===== src/verilog/cwc_pkg.sv =====
// Constants shared by the waveform control block: offsets, fields, codes.
// Assumes a 32-bit APB with byte addresses and one word per register.
package cwc_pkg;

  // ****************************************
  // Register byte offsets
  // ****************************************
  localparam logic [7:0] OFS_MAIN = 8'h00;
  localparam logic [7:0] OFS_POL  = 8'h04;
  localparam logic [7:0] OFS_RISE = 8'h08;
  localparam logic [7:0] OFS_FALL = 8'h0c;
  localparam logic [7:0] OFS_SD   = 8'h10;

  // ****************************************
  // Field positions
  // ****************************************
  localparam int BIT_EN     = 7;
  localparam int BIT_LOAD   = 6;
  localparam int BIT_IN     = 5;
  localparam int BIT_SD     = 7;
  localparam int BIT_REN    = 6;
  localparam int LSB_LVL_BD = 4;
  localparam int LSB_LVL_AC = 2;

  // ****************************************
  // Operating modes and override codes
  // ****************************************
  localparam logic [2:0] MODE_STEER_ASYNC = 3'h0;
  localparam logic [2:0] MODE_STEER_SYNC  = 3'h1;
  localparam logic [2:0] MODE_FULL_FWD    = 3'h2;
  localparam logic [2:0] MODE_FULL_REV    = 3'h3;
  localparam logic [2:0] MODE_HALF        = 3'h4;
  localparam logic [2:0] MODE_PUSH_PULL   = 3'h5;
  localparam logic [1:0] LVL_HIGH         = 2'h3;
  localparam logic [1:0] LVL_LOW          = 2'h2;
  localparam logic [1:0] LVL_FLOAT        = 2'h1;
  localparam logic [1:0] LVL_INACTIVE     = 2'h0;

  // ****************************************
  // Values after reset
  // ****************************************
  localparam logic [2:0] RST_MODE  = 3'h0;
  localparam logic [3:0] RST_POL   = 4'h0;
  localparam logic [5:0] RST_DELAY = 6'h00;
  localparam logic [1:0] RST_LVL   = 2'h1;

endpackage


===== src/verilog/cwc_sync.sv =====
// Three-stage synchroniser with agreement filter for one pin level.
// Assumes the pin is asynchronous to pclk; output changes once stages agree.
`timescale 1ns/100ps
module cwc_sync (
  // Clock and reset
  input  wire logic pclk,
  input  wire logic presetn,
  // Pin level and filtered copy
  input  wire logic async_in,
  output logic      level_out
);

  typedef struct packed {
    logic ff1;
    logic ff2;
    logic ff3;
    logic level;
  } cwc_sync_state_t;

  cwc_sync_state_t st;
  cwc_sync_state_t next_st;

  // ****************************************
  // Stages
  // ****************************************
  // First stage feeds only the second, to keep metastability contained
  always_comb begin
    next_st     = st;
    next_st.ff1 = async_in;
    next_st.ff2 = st.ff1;
    next_st.ff3 = st.ff2;
    if (st.ff2 == st.ff3) begin
      next_st.level = st.ff3;
    end
  end

  always_ff @(posedge pclk or negedge presetn) begin
    if (!presetn) begin
      st <= '0;
    end else begin
      st <= next_st;
    end
  end

  assign level_out = st.level;

endmodule


===== src/verilog/cwc_top.sv =====
// Complementary waveform control: APB registers, dead-band, shutdown.
// Assumes one selected input waveform and one combined shutdown request.
//
// Notes on behaviour
// - Enable bit turns generator on, resets off
// - Load bit copies buffers on edge, self-clears
// - Mode field selects steering, bridge, push-pull
// - Per-output polarity bits invert each output
// - Rising dead-band delays output on rising edge
// - Falling dead-band delays output on falling edge
// - Shutdown status set by hardware or software
// - Auto-restart leaves shutdown without software
// - B/D override drives high, low or float
// - A/C override drives high, low or float
// - Code 00 gives inactive level after dead-band
// - Shutdown bit writable while module disabled
// - Overrides hold until next input rising edge
// - Auto-restart clears status once request drops
// - Software clear ignored while request active
// - Polarity never alters fixed override levels
//
// Chosen here: the placing of the registers and the APB register port.
`timescale 1ns/100ps
module cwc_top (
  // Clock and reset
  input  wire logic        pclk,
  input  wire logic        presetn,
  // APB slave
  input  wire logic [7:0]  paddr,
  input  wire logic        psel,
  input  wire logic        penable,
  input  wire logic        pwrite,
  input  wire logic [31:0] pwdata,
  output logic      [31:0] prdata,
  output logic             pready,
  output logic             pslverr,
  // Input waveform and shutdown request pins
  input  wire logic        wave_in,
  input  wire logic        shutdown_req,
  // Power stage outputs
  output logic             output_a,
  output logic             output_b,
  output logic             output_c,
  output logic             output_d,
  output logic             output_a_oe,
  output logic             output_b_oe,
  output logic             output_c_oe,
  output logic             output_d_oe
);

  typedef struct packed {
    logic [31:0] prdata;
    logic        pready;
    logic        pslverr;
    logic        en;
    logic        buffer_load;
    logic [2:0]  mode;
    logic [3:0]  pol;
    logic [5:0]  rise_buf;
    logic [5:0]  fall_buf;
    logic [5:0]  rise_act;
    logic [5:0]  fall_act;
    logic        sd_flag;
    logic        ren;
    logic [1:0]  lvl_bd;
    logic [1:0]  lvl_ac;
    logic        data_q;
    logic        hs;
    logic        ls;
    logic        pp;
    logic [5:0]  rcnt;
    logic [5:0]  fcnt;
    logic [5:0]  sd_dly;
    logic        sd_hold;
    logic [3:0]  out;
    logic [3:0]  oe;
  } cwc_state_t;

  cwc_state_t  st;
  cwc_state_t  next_st;
  logic        wave_lvl;
  logic        sd_lvl;
  logic        evt_rise;
  logic        evt_fall;
  logic        setup;
  logic        wr;
  logic        hit;
  logic [31:0] rd_val;
  logic        wr_main;
  logic        wr_pol;
  logic        wr_rise;
  logic        wr_fall;
  logic        wr_sd;
  logic        load_evt;
  logic        sd_clear;
  logic [3:0]  wave;
  logic [3:0]  gen_out;
  logic [3:0]  gen_oe;

  // ****************************************
  // Pin synchronisers
  // ****************************************
  cwc_sync u_sync_wave (
    .pclk      (pclk),
    .presetn   (presetn),
    .async_in  (wave_in),
    .level_out (wave_lvl)
  );

  cwc_sync u_sync_sd (
    .pclk      (pclk),
    .presetn   (presetn),
    .async_in  (shutdown_req),
    .level_out (sd_lvl)
  );

  assign evt_rise = wave_lvl & ~st.data_q;
  assign evt_fall = ~wave_lvl & st.data_q;

  // ****************************************
  // APB decode
  // ****************************************
  assign setup   = psel & ~penable;
  assign wr      = psel & penable & st.pready & pwrite;
  assign hit     = (paddr == cwc_pkg::OFS_MAIN) | (paddr == cwc_pkg::OFS_POL) |
                   (paddr == cwc_pkg::OFS_RISE) | (paddr == cwc_pkg::OFS_FALL) |
                   (paddr == cwc_pkg::OFS_SD);
  assign wr_main = wr & (paddr == cwc_pkg::OFS_MAIN);
  assign wr_pol  = wr & (paddr == cwc_pkg::OFS_POL);
  assign wr_rise = wr & (paddr == cwc_pkg::OFS_RISE);
  assign wr_fall = wr & (paddr == cwc_pkg::OFS_FALL);
  assign wr_sd   = wr & (paddr == cwc_pkg::OFS_SD);

  always_comb begin
    rd_val = 32'h0000_0000;
    case (paddr)
      cwc_pkg::OFS_MAIN: rd_val = {24'h00_0000, st.en, st.buffer_load, 3'h0, st.mode};
      cwc_pkg::OFS_POL:  rd_val = {24'h00_0000, 2'h0, st.data_q, 1'h0, st.pol};
      cwc_pkg::OFS_RISE: rd_val = {24'h00_0000, 2'h0, st.rise_buf};
      cwc_pkg::OFS_FALL: rd_val = {24'h00_0000, 2'h0, st.fall_buf};
      cwc_pkg::OFS_SD:   rd_val = {24'h00_0000, st.sd_flag, st.ren, st.lvl_bd, st.lvl_ac, 2'h0};
      default:           rd_val = 32'h0000_0000;
    endcase
  end

  // ****************************************
  // Waveform per mode
  // ****************************************
  // Mode steering
  always_comb begin
    case (st.mode)
      cwc_pkg::MODE_STEER_ASYNC: wave = {4{st.data_q}};
      cwc_pkg::MODE_STEER_SYNC:  wave = {4{st.data_q}};
      cwc_pkg::MODE_FULL_FWD:    wave = {st.hs, 1'b0, 1'b0, 1'b1};
      cwc_pkg::MODE_FULL_REV:    wave = {1'b0, 1'b1, st.hs, 1'b0};
      cwc_pkg::MODE_HALF:        wave = {st.ls, st.hs, st.ls, st.hs};
      cwc_pkg::MODE_PUSH_PULL:   wave = {2{st.hs & st.pp, st.hs & ~st.pp}};
      default:                   wave = 4'h0;
    endcase
  end

  // ****************************************
  // Output stage per pin
  // ****************************************
  genvar gi;
  generate
    for (gi = 0; gi < 4; gi = gi + 1) begin : g_pin
      logic [1:0] code;
      logic       norm;
      assign code = (gi % 2 == 0) ? st.lvl_ac : st.lvl_bd;
      assign norm = wave[gi] ^ st.pol[gi];
      assign gen_out[gi] = !st.sd_hold ? (st.en & norm) :
                           (code == cwc_pkg::LVL_HIGH)  ? 1'b1 :
                           (code == cwc_pkg::LVL_LOW)   ? 1'b0 :
                           (code == cwc_pkg::LVL_FLOAT) ? 1'b0 :
                           (st.sd_dly == 6'h00)         ? st.pol[gi] : (st.en & norm);
      assign gen_oe[gi]  = !st.sd_hold ? st.en : (code != cwc_pkg::LVL_FLOAT);
    end
  endgenerate

  assign load_evt = st.en & st.buffer_load & (evt_rise | evt_fall);
  assign sd_clear = ~sd_lvl & ((wr_sd & ~pwdata[cwc_pkg::BIT_SD]) | st.ren);

  // ****************************************
  // Next state
  // ****************************************
  always_comb begin
    next_st         = st;
    next_st.pready  = setup;
    next_st.pslverr = setup & ~hit;
    if (setup && !pwrite) begin
      next_st.prdata = rd_val;
    end
    if (wr_main) begin
      next_st.en   = pwdata[cwc_pkg::BIT_EN];
      next_st.mode = pwdata[2:0];
    end
    next_st.buffer_load = (wr_main & pwdata[cwc_pkg::BIT_LOAD] & st.en) |
                          (st.buffer_load & ~load_evt);
    if (wr_pol) begin
      next_st.pol = pwdata[3:0];
    end
    if (wr_rise) begin
      next_st.rise_buf = pwdata[5:0];
    end
    if (wr_fall) begin
      next_st.fall_buf = pwdata[5:0];
    end
    // Disabled module tracks the buffers directly
    if (!st.en || load_evt) begin
      next_st.rise_act = st.rise_buf;
      next_st.fall_act = st.fall_buf;
    end
    if (wr_sd) begin
      next_st.ren    = pwdata[cwc_pkg::BIT_REN];
      next_st.lvl_bd = pwdata[cwc_pkg::LSB_LVL_BD +: 2];
      next_st.lvl_ac = pwdata[cwc_pkg::LSB_LVL_AC +: 2];
    end
    next_st.sd_flag = sd_lvl | (wr_sd & pwdata[cwc_pkg::BIT_SD]) |
                      (st.sd_flag & ~sd_clear);
    next_st.sd_hold = next_st.sd_flag | (st.sd_hold & ~evt_rise);
    if (!st.sd_hold) begin
      next_st.sd_dly = st.fall_act;
    end else if (st.sd_dly != 6'h00) begin
      next_st.sd_dly = st.sd_dly - 6'h01;
    end
    next_st.data_q = wave_lvl;
    if (evt_rise) begin
      next_st.pp = ~st.pp;
    end
    if (!st.en || evt_fall) begin
      next_st.hs   = 1'b0;
      next_st.rcnt = 6'h00;
    end else if (evt_rise) begin
      next_st.hs   = (st.rise_act == 6'h00);
      next_st.rcnt = st.rise_act;
    end else if (st.rcnt != 6'h00) begin
      next_st.rcnt = st.rcnt - 6'h01;
      next_st.hs   = (st.rcnt == 6'h01);
    end
    if (!st.en || evt_rise) begin
      next_st.ls   = 1'b0;
      next_st.fcnt = 6'h00;
    end else if (evt_fall) begin
      next_st.ls   = (st.fall_act == 6'h00);
      next_st.fcnt = st.fall_act;
    end else if (st.fcnt != 6'h00) begin
      next_st.fcnt = st.fcnt - 6'h01;
      next_st.ls   = (st.fcnt == 6'h01);
    end
    next_st.out = gen_out;
    next_st.oe  = gen_oe;
  end

  // ****************************************
  // State register
  // ****************************************
  // Dead-band values get a known reset; only one reset exists here
  always_ff @(posedge pclk or negedge presetn) begin
    if (!presetn) begin
      st          <= '0;
      st.mode     <= cwc_pkg::RST_MODE;
      st.pol      <= cwc_pkg::RST_POL;
      st.rise_buf <= cwc_pkg::RST_DELAY;
      st.fall_buf <= cwc_pkg::RST_DELAY;
      st.rise_act <= cwc_pkg::RST_DELAY;
      st.fall_act <= cwc_pkg::RST_DELAY;
      st.lvl_bd   <= cwc_pkg::RST_LVL;
      st.lvl_ac   <= cwc_pkg::RST_LVL;
    end else begin
      st <= next_st;
    end
  end

  assign prdata      = st.prdata;
  assign pready      = st.pready;
  assign pslverr     = st.pslverr;
  assign output_a    = st.out[0];
  assign output_b    = st.out[1];
  assign output_c    = st.out[2];
  assign output_d    = st.out[3];
  assign output_a_oe = st.oe[0];
  assign output_b_oe = st.oe[1];
  assign output_c_oe = st.oe[2];
  assign output_d_oe = st.oe[3];

  // ****************************************
  // Assertions
  // ****************************************
  a_disabled_float: assert property (
    @(posedge pclk) disable iff (!presetn)
    (!st.en && !st.sd_hold) |=> (st.oe == 4'h0) && (st.out == 4'h0))
    else $error("disabled module drives pins");

  a_load_clears: assert property (
    @(posedge pclk) disable iff (!presetn)
    (load_evt && !wr_main) |=> !st.buffer_load && (st.rise_act == $past(st.rise_buf)))
    else $error("buffer load did not complete");

  a_reserved_idle: assert property (
    @(posedge pclk) disable iff (!presetn)
    (st.en && !st.sd_hold && st.mode[2:1] == 2'h3) |=> (st.out == $past(st.pol)))
    else $error("reserved mode not inactive");

  a_half_polarity: assert property (
    @(posedge pclk) disable iff (!presetn)
    (st.en && !st.sd_hold && st.mode == cwc_pkg::MODE_HALF)
      |=> (st.out[1:0] == $past({st.ls, st.hs} ^ st.pol[1:0])))
    else $error("polarity not applied");

  a_rise_delay: assert property (
    @(posedge pclk) disable iff (!presetn)
    (st.en && evt_rise && st.rise_act == 6'h03) ##1 (st.en && wave_lvl)[*3] |=> st.hs)
    else $error("rising dead-band wrong");

  a_fall_delay: assert property (
    @(posedge pclk) disable iff (!presetn)
    (st.en && evt_fall && st.fall_act != 6'h00) |=> !st.ls && (st.fcnt == $past(st.fall_act)))
    else $error("falling dead-band too short");

  a_hw_set: assert property (
    @(posedge pclk) disable iff (!presetn)
    sd_lvl |=> st.sd_flag && st.sd_hold)
    else $error("shutdown not entered");

  a_manual_hold: assert property (
    @(posedge pclk) disable iff (!presetn)
    (st.sd_flag && !st.ren && !wr_sd) |=> st.sd_flag)
    else $error("shutdown cleared without software");

  a_bd_high: assert property (
    @(posedge pclk) disable iff (!presetn)
    (st.sd_hold && st.lvl_bd == cwc_pkg::LVL_HIGH) |=> output_b && output_d && output_b_oe)
    else $error("B/D override not high");

  a_ac_float: assert property (
    @(posedge pclk) disable iff (!presetn)
    (st.sd_hold && st.lvl_ac == cwc_pkg::LVL_FLOAT) |=> !output_a_oe && !output_c_oe)
    else $error("A/C override not floating");

  a_inactive_lvl: assert property (
    @(posedge pclk) disable iff (!presetn)
    (st.sd_hold && st.sd_dly == 6'h00 && st.lvl_ac == cwc_pkg::LVL_INACTIVE)
      |=> (output_a == $past(st.pol[0])) && output_a_oe)
    else $error("inactive override level wrong");

  a_hold_to_rise: assert property (
    @(posedge pclk) disable iff (!presetn)
    (st.sd_hold && !evt_rise) |=> st.sd_hold)
    else $error("override released before rising edge");

  a_auto_clear: assert property (
    @(posedge pclk) disable iff (!presetn)
    (st.sd_flag && st.ren && !sd_lvl && !wr_sd) |=> !st.sd_flag)
    else $error("auto-restart did not clear");

  a_clear_blocked: assert property (
    @(posedge pclk) disable iff (!presetn)
    (sd_lvl && st.sd_flag) |=> st.sd_flag)
    else $error("shutdown cleared while request active");

endmodule


===== config.mk =====
export PLATFORM = sky130hd
export DESIGN_NAME = cwc_top
export DESIGN_NICKNAME = d
export VERILOG_FILES = /design/src/verilog/cwc_pkg.sv /design/src/verilog/cwc_sync.sv /design/src/verilog/cwc_top.sv
export SDC_FILE = /design/constraint.sdc
export NUM_CORES = 1
export LEC_CHECK = 0
export BUFFER_PORTS_ARGS = -buffer_cell sky130_fd_sc_hd__clkbuf_2
export CORE_AREA = 5 5 111 113
export CTS_CLUSTER_DIAMETER = 50
export DETAILED_ROUTE_END_ITERATION = 7
export DIE_AREA = 0 0 116 118
export GPL_TIMING_DRIVEN = 0
export PLACE_DENSITY = 0.68
export SYNTH_ARGS = -nofsm -noshare
export SYNTH_HDL_FRONTEND = slang
export SYNTH_SLANG_ARGS = --single-unit
export TNS_END_PERCENT = 10

===== constraint.sdc =====
create_clock -name pclk -period 3.3 [get_ports pclk]
set_input_delay 0 -clock pclk [delete_from_list [all_inputs] [get_ports pclk]]
set_output_delay 0 -clock pclk [all_outputs]
set_load 0.01 [all_outputs]

==> summary.txt <==
Critical path
  • Req. time, crit path: between 3 and 4 ns
  • Critical path endpoint category: flop
  • Worst-path cell chain: inv_1 > ha_1 > o21ai_0 > clkbuf_1 > mux2_2
  • Crit-path slowest cell: clkbuf_1
  • CP Launch Type: flop
  • Max incr delay on CP: just over 0.5 ns
  • CP Class: reg -> reg
  • Max Fanout on Critical Path: 10
  • Worst path arrival time: 2.55 ns
  • Flop-to-flop setup slack: 0.97 ns

Logic synthesis
  • Syn Inst Count: around 400
  • Post-synth EDFFs: 0
  • Synth Flop Type: dfrtp_1
  • Yosys synthesis warning count: 0
  • Asr flop ratio synth: 100%
  • Mapped cell area: around 0.0044 mm2
  • Netlist cell types: between 50 and 60
  • FF+latch count, synth: 86
  • Syn_area_per_cell: between 10 and 15 um2
  • Sequential fraction of the synthesis area: between 40 and 50%

Timing
  • Final Hold Viols: 1
  • Setup violators final: 0
  • RSZ-0062 raised after global routing: no
  • F_max: 428 MHz
  • Slew @ Worst Pin: 0.659 ns
  • Slew Limit Headroom: roughly 56%
  • Smallest hold slack: -0.000949 ns
  • Tmin final: between 2 and 2.5 ns
  • Fin. max-slew vios: 0
  • Final setup TNS: 0 ns
  • Post-route clock period utilization: a little over two thirds
  • Fin Clk Skew: between 0.008 and 0.009 ns

Pwr
  • Peak supply drop: ~0.25 mV
  • Leakage: between 2 and 3 nW
  • Power per cell area: 492 mW/mm2

Routing
  • DRC viols: 0
  • Ratio of routed vias to standard cells: ~5.1
  • DRT Pass-1 Iters: 4
  • Post-DRT Antenna Nets: 0
  • Total number of vias: 3225
  • Wirelength per Cell: around 15 um
  • Iter 0 DRT Violations: between 100 and 150
  • Drt total wl: slightly below 10000 um

Cells and area
  • ANT cells: 0
  • Layout cell share with drive strength beyond 1: about 28%
  • Final-stage net count: 545
  • Final Cell Area: around 0.0053 mm2
  • Synth-to-Final Area Change: 21.4%

Place
  • Hpwl dp: about 7400 um
  • IO buf count: 40
  • Placed inst area: approximately 0.005 mm2
  • GPL Wtd Cong: 0.831

Clocking
  • Post-CTS setup buffers: 0
  • H-tree depth: 3
  • CTS root buf: clkbuf_16
  • # hold bufs at CTS: 11
  • Post-CTS Resized: 0
  • Max Buffers Root-to-Sink: 2
  • Clock sinks: 86
  • CTS Buf Count: 9
  • CTS clock-pin slew for the worst setup and hold paths: approximately 0.060 ns
  • CTS tree: yes
  • Worst-skew pair later-pin latency: between 0.3 and 0.4 ns

Global routing
  • GRT Util Overall: about 15%
  • Largest net degree at the start of global routing: between 60 and 70
  • Global route total overflow: 0
  • Antenna violations before repair: 0
  • First-pass GRT wire length: about 16000 um
  • Vias in the first global route: around 3200

Outcome
  • Status: finished, violations left
  • Failing checks: negative hold slack

Die
  • Ports: 89
  • Initial core utilization: ~40%
  • Die Height: between 100 and 150 um
  • Die area: 0.0137 mm2
  • Core footprint: 0.0112 mm2
  • Die width: roughly 120 um
  • FP Rows: 39

Hold path
  • HP Class: in -> reg

Job
  • Number of max-cap violations: 0
## logic make-up after synthesis
group	count (synthesis)	share of synthesized area (%)
fa+ha+maj	10	2.73
compound gates	63	9.37
buf+inv	61	8.17
simple gates	118	14.2
xor+xnor	14	2.79
flops	86	49.0
mux	51	13.6
other cells	1	0.0853
## cell type report
| cell class | instances | area [um2] |
|---|---|---|
| tap | 143 | 179 |
| clock buffer | 11 | 253 |
| inverter | 17 | 63.8 |
| timing repair buffer | 52 | 340 |
| clock inverter | 5 | 81.3 |
| fill | 1031 | 5890 |
| multi-input combinational | 280 | 1970 |
| sequential | 86 | 2150 |
| buffer | 44 | 295 |
## state kept, by name, indices dropped and copies added (netlist names), 2 cells and up
name,flops
st,58
prdata,8
g_pin.code,4
u_sync_sd.next_st,2
u_sync_wave.next_st,2
## placed cells by master, fill, tap and decap left out, types with 3 or more instances in the layout
cell type      synthesis  routed
conb_1                 1      24
xnor2_1               11      11
nor2_1                26      26
buf_4                 34      34
dlygate4sd3_1          0      11
mux2i_1                9       9
nor3b_1                6       6
nor2b_1                8       8
nor4_1                 3       3
mux4_2                 3       3
a31oi_1                9       9
nand3_1                6       6
a211oi_1               4       4
clkbuf_2               0      39
inv_1                 15      15
nand2_1               36      36
nand4_1                4       4
nor3_1                10      10
xor2_1                 3       3
clkbuf_16              0       9
or3_1                  3       3
mux2_2                39      39
ha_1                   8       8
dfrtp_1               84      84
a21oi_1               14      14
and2_1                 3       3
clkbuf_1               8       8
o21ai_0               12      12
## path summary, 6_finish.rpt
path,from,endpoint,cells after the start
min reg2reg,u_sync_sd.next_st[2]$_DFF_PN0_,u_sync_sd.next_st[1]$_DFF_PN0_,0
max,st[30]$_DFF_PN0_,st[39]$_DFFE_PN0P_,5
min in group asynchronous,presetn,st[47]$_DFFE_PN0P_,2
min,pwdata[0],st[55]$_DFFE_PN0P_,2
max in group asynchronous,presetn,g_pin[0].code[0]$_DFFE_PN1N_,3
max reg2reg,st[30]$_DFF_PN0_,st[39]$_DFFE_PN0P_,5
## metrics by stage
| step | setup slack, ns | power [mW] | hold slack, ns | utilization, % | std cells |
|---|---|---|---|---|---|
| floorplan | 1.45 | 1.42 | -0.296 | - | 427 |
| CTS | 0.898 | 2.65 | 0.00262 | 47.5 | 638 |
| global route | 0.773 | 2.74 | 0.0103 | 47.5 | 638 |
| detailed placement | 0.912 | 1.53 | -0.0571 | 43.6 | 611 |
| global placement | 0.991 | 1.51 | 0.108 | 43.3 | 610 |
| finish | 0.966 | 2.63 | -0.000949 | 47.5 | 638 |
## routing by layer
layer / GRT usage (%) / share of wire, %
met1: 19.3 / 44
met2: 24.4 / 50
met3: 3.29 / 4.7
met4: 4.13 / 0.96
met5: 0 / 0
## synth_stat cells (all sizes together), types with 3 or more instances
| cell type | number | area, um2 |
|---|---|---|
| xnor2 | 11 | 96.3 |
| nor2 | 26 | 97.6 |
| and2 | 3 | 18.8 |
| inv | 15 | 56.3 |
| nand4 | 4 | 25.0 |
| nor4 | 4 | 40.0 |
| ha | 8 | 100 |
| nor2b | 8 | 50.1 |
| nor3 | 10 | 50.1 |
| mux2 | 39 | 439 |
| a31oi | 9 | 56.3 |
| or3 | 3 | 18.8 |
| o21ai | 12 | 60.1 |
| buf | 36 | 265 |
| clkbuf | 8 | 30.0 |
| a21oi | 14 | 70.1 |
| mux2i | 9 | 90.1 |
| mux4 | 3 | 67.6 |
| xor2 | 3 | 26.3 |
| a211oi | 4 | 30.0 |
| dfrtp | 84 | 2100 |
| nand3 | 6 | 30.0 |
| nor3b | 6 | 45.0 |
| nand2 | 36 | 135 |
## worst max-delay path: cells and delay by family, from the launching register on
kind / cells / cell delay (ns)
multiplexers: 1 / 0.41
flip-flops: 1 / 0.47
adder cells (fa/ha/maj): 1 / 0.33
buffers and inverters: 2 / 0.59
AO/OA/AOI/OAI: 1 / 0.42
## where the power goes
| group | internal [mW] | total [mW] | switching [mW] | leakage (nW) |
|---|---|---|---|---|
| combinational | 0.163 | 0.359 | 0.196 | 1.33 |
| sequential | 1.11 | 1.16 | 0.0505 | 1.12 |
| clock | 0.704 | 1.10 | 0.399 | 0.162 |
| total | 1.98 | 2.63 | 0.645 | 2.61 |
No activity file was read; power rests on OpenSTA's default activity.
